`src/hw/slot_hp_pkg.sv`:
```
package slot_hp_pkg;
    // Dword-aligned configuration byte addresses of the slot registers
    localparam logic [11:0] CAP_OFS = 12'h00D4;
    localparam logic [11:0] CTL_OFS = 12'h00D8;
    // Implemented and writable bits of the slot capabilities register
    localparam logic [31:0] CAP_IMPL = 32'hFFF9_FFFB;
    localparam logic [31:0] CAP_WR = 32'h0001_FF80;
    localparam logic [31:0] CAP_RST = 32'h0000_0000;
    localparam int PLIM_LSB = 7;
    localparam int PLIM_W = 10;
    // Implemented bits of slot control and their value after reset
    localparam logic [15:0] CTL_IMPL = 16'h17FB;
    localparam logic [15:0] CTL_RST = 16'h03C0;
    localparam int HPIE_BIT = 5;
    localparam int ATT_LSB = 6;
    localparam int PWI_LSB = 8;
    localparam int PCC_BIT = 10;
    // Indicator encodings
    localparam logic [1:0] IND_ON = 2'h1;
    localparam logic [1:0] IND_BLINK = 2'h2;
    localparam logic [1:0] IND_OFF = 2'h3;
    // Sticky status flags: position in the dword, and their enable bit
    localparam int NSTS = 5;
    localparam int STS_POS [NSTS] = '{16, 17, 19, 20, 24};
    localparam int STS_EN [NSTS] = '{0, 1, 3, 4, 12};

    typedef enum logic [2:0] {
        MSG_SET_PWR_LIMIT,
        MSG_ATT_ON,
        MSG_ATT_BLINK,
        MSG_ATT_OFF,
        MSG_PWR_ON,
        MSG_PWR_BLINK,
        MSG_PWR_OFF
    } msg_kind_t;
endpackage

```
`src/hw/slot_hotplug_regs.sv`:
```
`timescale 1ns/1ps
module slot_hotplug_regs
    import slot_hp_pkg::*;
#(
    parameter bit DOWNSTREAM = 1'b1
) (
    input wire logic sys_clk,
    input wire logic arst_n,
    input wire logic cfg_req,
    input wire logic cfg_we,
    input wire logic [11:0] cfg_addr,
    input wire logic [3:0] cfg_be,
    input wire logic [31:0] cfg_wdata,
    output logic cfg_ack,
    output logic [31:0] cfg_rdata,
    input wire logic preload_valid,
    input wire logic [31:0] preload_cap,
    input wire logic attn_btn_evt,
    input wire logic pwr_fault_evt,
    input wire logic presence_chg_evt,
    input wire logic cmd_done_evt,
    input wire logic dll_link_active,
    input wire logic msg_ready,
    output logic msg_valid,
    output msg_kind_t msg_kind,
    output logic [PLIM_W-1:0] msg_power_limit,
    output logic [1:0] attn_ind_ctl,
    output logic [1:0] pwr_ind_ctl,
    output logic slot_power_off,
    output logic hp_irq
);
    logic [1:0] rst_sync;
    logic rst_n;
    logic [31:0] cap_q;
    logic [15:0] ctl_q;
    logic [NSTS-1:0] sts_q;
    logic [NSTS-1:0] sts_set;
    logic [NSTS-1:0] sts_clr;
    logic [NSTS-1:0] sts_en;
    logic [31:0] sts_word;
    logic dll_prev;
    logic pend_spl;
    logic pend_att;
    logic pend_pwr;

    // Reset is released through two flops so every flop on rst_n leaves reset together; the two synchronizer flops are released by arst_n
    always_ff @(posedge sys_clk or negedge arst_n) begin
        if (!arst_n) begin
            rst_sync <= 2'h0;
        end else begin
            rst_sync <= {rst_sync[0], 1'b1};
        end
    end
    assign rst_n = rst_sync[1];

    // Address decode; an upstream port answers but exposes nothing here
    wire hit_cap = DOWNSTREAM && cfg_addr[11:2] == CAP_OFS[11:2];
    wire hit_ctl = DOWNSTREAM && cfg_addr[11:2] == CTL_OFS[11:2];
    wire wr_cap = cfg_req && cfg_we && hit_cap;
    wire wr_ctl = cfg_req && cfg_we && hit_ctl;
    wire [31:0] be_mask = {{8{cfg_be[3]}}, {8{cfg_be[2]}},
                           {8{cfg_be[1]}}, {8{cfg_be[0]}}};

    // Capabilities take software writes only in the power limit fields, the rest is RO; control in all implemented bits
    wire [31:0] cap_wmask = be_mask & CAP_WR;
    wire [31:0] next_cap = (cap_q & ~cap_wmask) | (cfg_wdata & cap_wmask);
    wire [15:0] ctl_wmask = be_mask[15:0] & CTL_IMPL;
    wire [15:0] next_ctl = (ctl_q & ~ctl_wmask) |
                           (cfg_wdata[15:0] & ctl_wmask);

    // Message triggers, decided by which byte lanes a write touched
    wire spl_write = wr_cap && |cap_wmask;
    wire att_write = wr_ctl && cfg_be[0];
    wire pwr_write = wr_ctl && cfg_be[1];

    // Capabilities: loader preload has the last word over a host write
    always_ff @(posedge sys_clk or negedge rst_n) begin
        if (!rst_n) begin
            cap_q <= CAP_RST;
        end else if (preload_valid) begin
            cap_q <= preload_cap & CAP_IMPL;
        end else if (wr_cap) begin
            cap_q <= next_cap;
        end
    end

    // Slot control; indicators come up off, enables and power bit clear
    always_ff @(posedge sys_clk or negedge rst_n) begin
        if (!rst_n) begin
            ctl_q <= CTL_RST;
        end else if (wr_ctl) begin
            ctl_q <= next_ctl;
        end
    end

    // Event flags, one per bit; a new event beats a same-cycle clear
    wire dll_change = dll_link_active != dll_prev;
    assign sts_set = {dll_change, cmd_done_evt, presence_chg_evt,
                      pwr_fault_evt, attn_btn_evt};
    genvar gi;
    generate
        for (gi = 0; gi < NSTS; gi++) begin : g_sts
            assign sts_clr[gi] = wr_ctl && cfg_be[STS_POS[gi] / 8]
                                 && cfg_wdata[STS_POS[gi]];
            assign sts_en[gi] = ctl_q[STS_EN[gi]];
            assign sts_word[STS_POS[gi]] = sts_q[gi];
            always_ff @(posedge sys_clk or negedge rst_n) begin
                if (!rst_n) begin
                    sts_q[gi] <= 1'b0;
                end else if (sts_set[gi]) begin
                    sts_q[gi] <= 1'b1;
                end else if (sts_clr[gi]) begin
                    sts_q[gi] <= 1'b0;
                end
            end
        end
    endgenerate
    assign sts_word[15:0] = ctl_q & CTL_IMPL;
    assign sts_word[18] = 1'b0;
    assign sts_word[23:21] = 3'h0;
    assign sts_word[31:25] = 7'h00;

    // Link-active history; starts low to match its inactive reset state
    always_ff @(posedge sys_clk or negedge rst_n) begin
        if (!rst_n) begin
            dll_prev <= 1'b0;
        end else begin
            dll_prev <= dll_link_active;
        end
    end

    // Read mux; unmapped offsets and upstream ports return zero
    wire [31:0] rd_mux = hit_cap ? (cap_q & CAP_IMPL) :
                         hit_ctl ? sts_word : 32'h0000_0000;

    // Every request is answered one cycle later, reads and writes alike
    always_ff @(posedge sys_clk or negedge rst_n) begin
        if (!rst_n) begin
            cfg_ack <= 1'b0;
            cfg_rdata <= 32'h0000_0000;
        end else begin
            cfg_ack <= cfg_req;
            cfg_rdata <= (cfg_req && !cfg_we) ? rd_mux : 32'h0000_0000;
        end
    end

    // Combined hot-plug interrupt, gated by the master enable
    wire irq_cond = ctl_q[HPIE_BIT] && |(sts_q & sts_en);

    // Indicator and power outputs follow the control register
    always_ff @(posedge sys_clk or negedge rst_n) begin
        if (!rst_n) begin
            hp_irq <= 1'b0;
            attn_ind_ctl <= IND_OFF;
            pwr_ind_ctl <= IND_OFF;
            slot_power_off <= 1'b0;
        end else begin
            hp_irq <= irq_cond;
            attn_ind_ctl <= ctl_q[ATT_LSB +: 2];
            pwr_ind_ctl <= ctl_q[PWI_LSB +: 2];
            slot_power_off <= ctl_q[PCC_BIT];
        end
    end

    // Message sequencer. One write may ask for two messages, so requests
    // wait as pending flags and go out one at a time, limit first. The
    // payload is sampled at launch, so back-to-back writes send the latest.
    wire launch_ok = !msg_valid || msg_ready;
    wire take_spl = launch_ok && pend_spl;
    wire take_att = launch_ok && !pend_spl && pend_att;
    wire take_pwr = launch_ok && !pend_spl && !pend_att && pend_pwr;
    wire [1:0] att_now = ctl_q[ATT_LSB +: 2];
    wire [1:0] pwr_now = ctl_q[PWI_LSB +: 2];
    // The reserved code 00 has no message and is dropped
    wire send_att = take_att && att_now != 2'h0;
    wire send_pwr = take_pwr && pwr_now != 2'h0;
    wire any_send = take_spl || send_att || send_pwr;
    wire [2:0] att_sel = {1'b0, att_now} + 3'h0;
    wire [2:0] pwr_sel = {1'b0, pwr_now} + 3'h3;
    wire msg_kind_t next_kind = take_spl ? MSG_SET_PWR_LIMIT :
                                send_att ? msg_kind_t'(att_sel) :
                                msg_kind_t'(pwr_sel);

    // Pending flags: a fresh write re-arms even while one is launched
    always_ff @(posedge sys_clk or negedge rst_n) begin
        if (!rst_n) begin
            pend_spl <= 1'b0;
            pend_att <= 1'b0;
            pend_pwr <= 1'b0;
        end else begin
            pend_spl <= spl_write || (pend_spl && !take_spl);
            pend_att <= att_write || (pend_att && !take_att);
            pend_pwr <= pwr_write || (pend_pwr && !take_pwr);
        end
    end

    // Message port: valid holds until the link accepts it
    always_ff @(posedge sys_clk or negedge rst_n) begin
        if (!rst_n) begin
            msg_valid <= 1'b0;
            msg_kind <= MSG_SET_PWR_LIMIT;
            msg_power_limit <= '0;
        end else if (launch_ok) begin
            msg_valid <= any_send;
            msg_kind <= next_kind;
            msg_power_limit <= cap_q[PLIM_LSB +: PLIM_W];
        end
    end

    // Each request is acknowledged exactly one cycle later
    req_ack_a: assert property (@(posedge sys_clk) disable iff (!rst_n)
        cfg_req |=> cfg_ack)
        else $error("Request not acknowledged next cycle");

    // Upstream port or unmapped read returns zero
    rsvd_read_a: assert property (
        @(posedge sys_clk) disable iff (!rst_n)
        cfg_req && !cfg_we && !hit_cap && !hit_ctl
        |=> cfg_rdata == 32'h0000_0000)
        else $error("Unmapped read gave nonzero data");

    // Reserved bits of the capability read stay zero
    cap_rsvd_a: assert property (
        @(posedge sys_clk) disable iff (!rst_n)
        cfg_req && !cfg_we && hit_cap |=> (cfg_rdata & ~CAP_IMPL) == 0)
        else $error("Reserved capability bit read as one");

    // Interrupt tracks enabled flags under the master enable
    irq_gate_a: assert property (
        @(posedge sys_clk) disable iff (!rst_n)
        ##1 hp_irq == $past(ctl_q[HPIE_BIT] && |(sts_q & sts_en)))
        else $error("Interrupt disagrees with flags and enables");

    // A link-active change raises its flag next cycle
    dll_flag_a: assert property (
        @(posedge sys_clk) disable iff (!rst_n)
        dll_link_active != dll_prev |=> sts_q[4])
        else $error("Link change did not set its flag");

    // Writing one clears command-completed when no new event arrives
    cc_clear_a: assert property (
        @(posedge sys_clk) disable iff (!rst_n)
        sts_clr[3] && !cmd_done_evt |=> !sts_q[3])
        else $error("Command-completed flag not cleared");

    // Power limit write leads to its message when no message is outstanding
    spl_msg_a: assert property (
        @(posedge sys_clk) disable iff (!rst_n)
        spl_write && !msg_valid |=> ##[0:1] msg_valid
        && msg_kind == MSG_SET_PWR_LIMIT)
        else $error("Power limit write sent no message");

    // Indicator output mirrors the stored attention field
    att_out_a: assert property (
        @(posedge sys_clk) disable iff (!rst_n)
        wr_ctl && cfg_be[0] |=> ##1 attn_ind_ctl == $past(cfg_wdata[7:6], 2))
        else $error("Attention indicator output wrong");
endmodule

```
`config.mk`:
```
export PLATFORM = sky130hd
export DESIGN_NAME = slot_hotplug_regs
export DESIGN_NICKNAME = d
export VERILOG_FILES = /design/src/hw/slot_hp_pkg.sv /design/src/hw/slot_hotplug_regs.sv
export SDC_FILE = /design/constraint.sdc
export NUM_CORES = 1
export LEC_CHECK = 0
export BUFFER_PORTS_ARGS = -buffer_cell sky130_fd_sc_hd__buf_2
export CELL_PAD_IN_SITES_DETAIL_PLACEMENT = 1
export CELL_PAD_IN_SITES_GLOBAL_PLACEMENT = 1
export CORE_AREA = 2 2 93 130
export DETAILED_ROUTE_END_ITERATION = 10
export DIE_AREA = 0 0 95 132
export PLACE_DENSITY_LB_ADDON = 0.1
export SLEW_MARGIN = 40
export SYNTH_ARGS = -nofsm -noshare
export SYNTH_HDL_FRONTEND = slang
export SYNTH_SLANG_ARGS = --single-unit
```
`constraint.sdc`:
```
create_clock -name sys_clk -period 4.1 [get_ports sys_clk]
set_clock_uncertainty 0.2 [all_clocks]
set_input_delay 0.41 -clock sys_clk [delete_from_list [all_inputs] [get_ports sys_clk]]
set_output_delay 0.41 -clock sys_clk [all_outputs]
set_load 0.005 [all_outputs]
```
Word level (Yosys, flattened, before mapping). Index checks and enable logic that the tools add are counted.

Output and inout bits: 53. Flip-flop bits (word level): 112. Word-level logic and storage cells: 99.

$add $sub $neg: 1. Bitwise gates (word level): 9. Equality and inequality tests: 3. Multiplexer cells: 17. Reductions and logical operators: 48.

Operator list (count): two-way mux 32 bit (4); AND 32 x 17 -> 32 bit (1); AND 32 bit (1); NOT 17 -> 32 bit (1); bitwise OR 32 bit (1); logical AND 1 bit (25); two-way mux 25 bit (1); equality test 10 x 6 -> 1 bit, second input constant (2); AND 16 x 13 -> 16 bit (1); AND 16 bit (1); NOT 13 -> 16 bit (1); bitwise OR 16 bit (1); nonzero test 2 bit (8); two-way mux 1 bit (10); zero test 1 bit (7); logical OR 1 bit (6); two-way mux 3 bit (2); AND 5 bit (1); OR reduction 5 bit (1); adder 2 x 2 -> 3 bit, second input constant (1); OR reduction 3 bit (1); inequality test 1 bit (1).

Logic depth before layout (Yosys ltp).
Depth in word-level cells: 8. Mapped depth: 5.

Worst setup path after synthesis. Ideal clock, no wire load.

Kind: input -> register. From: input cfg_addr[11]. To: register with a tool-made name. Data arrival time: 1.822 ns. Required time: 3.775 ns. Library setup time: 0.125 ns. Setup slack: 1.953 ns. Stages: 3. Cells stage by stage: or4_4 -> nor4_4 -> mux2_2.

RTL lines: start, declared (line slot_hotplug_regs.sv:11) `input wire logic [11:0] cfg_addr,`.

==> impl_metrics.env <==
export IMPL_ctsHoldBuffers=2
export IMPL_drt_iter0_markers=140
export IMPL_clock_sinks=102
export IMPL_synth_edff_count=0
export IMPL_ys_ff_latch=102
export IMPL_rrSetupSlack_ns=2.17
export IMPL_grtUsageMet3=0.0412
export IMPL_netlist_area_mm2=0.00433
export IMPL_dieArea_mm2=0.0125
export IMPL_start_util=0.382
export IMPL_drive_above_1_share=0.462
export IMPL_reg2reg_depth=3
export IMPL_ioPinCount=144
export IMPL_path_max_fanout=21
export IMPL_cts_resized=0
export IMPL_dpl_hpwl_mm=8.43
export IMPL_clkTransAtPathRegs_ns=0.07
export IMPL_portBuffers=124
export IMPL_final_cells=600
export IMPL_htree_num_levels=3
export IMPL_area_delta_synth_final_pct=24.4
export IMPL_grt_max_degree=44
export IMPL_grt_busiest_layer="met2"
export IMPL_cts_tree="built"
export IMPL_tns_ns=0
export IMPL_powerDensity_mw_per_mm2=393
export IMPL_core_area_mm2=0.0113
export IMPL_clk_path_buf_depth=2
export IMPL_crit_slowest_cell="or4_4"
export IMPL_drv_slew=0
export IMPL_end_kind="flop"
export IMPL_grt_total_usage=0.206
export IMPL_postCtsSetupBuffers=0
export IMPL_status="complete, no violations"
export IMPL_worstPathCellList="buf_2, or4_4, nor4_4, mux2_2"
export IMPL_timing_rr_end="msg_power_limit[5]$_DFFE_PN0N_"
export IMPL_drtPass1Iterations=6
export IMPL_synth_flop_cell="dfrtp_1"
export IMPL_grt_overflow=0
export IMPL_final_nets=543
export IMPL_slowest_delay_ns=0.70
export IMPL_hp_class="reg -> async"
export IMPL_p_leak_uw=0.00251
export IMPL_cp_data_required_time_ns=4.13
export IMPL_fp_dieH_um=132
export IMPL_worst_pin_slew_ns=0.760
export IMPL_ir_drop_mv=0.190
export IMPL_r2r_start="msg_valid$_DFFE_PN0N_"
export IMPL_finalCritPeriodShare=0.561
export IMPL_setup_viol=0
export IMPL_groute_layer_met2_usage=0.346
export IMPL_yosysWarnings=0
export IMPL_rsz0062_at_grt="false"
export IMPL_startpoint_type="primary input"
export IMPL_antenna_found_initial=1
export IMPL_globalplace_congestion=0.784
export IMPL_grt_pass1_vias=3546
export IMPL_post_drt_wl_per_cell_um=20.2
export IMPL_synth_cell_types=44
export IMPL_relSlewSlack=0.492
export IMPL_root_buffer="clkbuf_16"
export IMPL_grt_pass1_wl_mm=19.6
export IMPL_syn_area_per_cell_um2=12.8
export IMPL_met1_usage=0.264
export IMPL_fin_hold_ws_ns=0.0120
export IMPL_cts_buffers=9
export IMPL_maxCapViolations=0
export IMPL_async_flop_share=1.00
export IMPL_seq_area_frac_synth=0.591
export IMPL_min_period_ns=2.30
export IMPL_critPathKind="in -> reg"
export IMPL_netlist_instances=338
export IMPL_place_inst=581
export IMPL_rows=46
export IMPL_max_freq_mhz=435
export IMPL_finalHoldViolCount=0
export IMPL_num_vias=3320
export IMPL_die_x_um=95
export IMPL_drc=0
export IMPL_vias_per_cell=5.53
export IMPL_critPathArrivalTime_ns=2.33
export IMPL_clk_latency_ns=0.35
export IMPL_postRouteAntennaNets=0
export IMPL_drt_total_wl_mm=12.1
## cell type report
class / instances / area, um^2
clock inverters: 5 / 57.6
repair buffers: 133 / 693
inverters: 3 / 11.3
well taps: 144 / 180
fillers: 1239 / 5950
diodes: 1 / 2.50
flip-flops and latches: 102 / 2570
multi-input cells: 201 / 1640
clock buffers: 11 / 243
## cells by family after synthesis
kind of cell / synth area share
other: 0.00173
DFF: 0.591
xor gates and xnor gates: 0.00202
muxes: 0.104
and+or+nand+nor: 0.147
AOI/OAI and AO/OA: 0.112
adders and majority gates: 0.00577
buffers and inverters: 0.0358
## through the flow
step                      setup WS, ns  utilization  power, uW  instance area (um^2)
after floorplan                  0.862            -       1180                  4340
after global placement            1.47        0.446       1260                  5060
after detailed placement          1.45        0.447       1270                  5070
after CTS                         1.81        0.475       2150                  5390
after global routing              1.77        0.476       2210                  5390
final                             1.80        0.476       2120                  5390
## synthesized netlist by cell type (2+ instances only)
master	instances	area, um^2
buf_2	2	10.0
and3_1	8	50.1
nand3b_1	3	22.5
nand4_1	35	219
clkbuf_1	25	93.8
a41oi_1	8	70.1
nor4_4	2	42.5
ha_1	2	25.0
o21ai_0	3	15.0
dfrtp_1	94	2350
buf_4	2	15.0
nand2_1	5	18.8
a2bb2oi_1	10	87.6
o41ai_1	15	131
nor4_1	2	12.5
mux2_2	40	450
nor2b_1	4	25.0
a21oi_1	17	85.1
buf_1	3	11.3
dfstp_2	8	210
nand2b_1	9	56.3
inv_1	3	11.3
and3_2	6	45.0
nand3_1	3	15.0
and4_1	8	70.1
conb_1	2	7.51
o41a_1	2	22.5
## worst max path at each step
stage / endpoint / start / slack, ns
2_1_floorplan: asynchronous set/reset pin / rst_sync[1]$_DFF_PN0_ / 0.86
6_report: flop / cfg_addr[11] / 1.80
3_3_place_gp: flop / cfg_addr[11] / 1.47
3_5_place_dp: flop / cfg_addr[11] / 1.45
5_1_grt: flop / cfg_addr[11] / 1.77
4_1_cts: flop / cfg_addr[11] / 1.81
## worst max-delay path, delay by kind of cell
family        cells  cell delay (ns)
mux               1             0.40
simple gates      2             1.39
buf+inv           1             0.11
## power by group
group	switching, uW	total, uW	internal (uW)
clock	378	869	492
combinational	96.3	176	80.1
sequential	26.8	1070	1050
total	501	2120	1620
## per-layer routing
layer	vias to the layer above	wire length (um)
met5	-	0
met4	0	214
met3	10	511
met2	88	6250
met1	1703	5120
li1	1519	-
## layout by cell type (no fill, tap or decap), types with 2 or more instances in the layout
cell type / synthesis / layout
a21oi_1: 17 / 17
a2bb2oi_1: 10 / 10
a41oi_1: 8 / 8
and3_1: 8 / 8
and3_2: 6 / 6
and4_1: 8 / 8
buf_2: 2 / 124
buf_4: 2 / 7
clkbuf_16: 0 / 9
clkinv_2: 0 / 2
conb_1: 2 / 3
dfrtp_1: 94 / 93
dfstp_2: 8 / 8
dlygate4sd3_1: 0 / 2
ha_1: 2 / 2
inv_1: 3 / 3
mux2_2: 40 / 40
nand2_1: 5 / 5
nand2b_1: 9 / 9
nand3_1: 3 / 3
nand3b_1: 3 / 3
nand4_1: 35 / 35
nor2b_2: 0 / 2
nor4_4: 2 / 2
o21ai_0: 3 / 3
o41a_1: 2 / 2
o41ai_1: 15 / 15
Note: power is estimated with default switching activity, not from simulation.
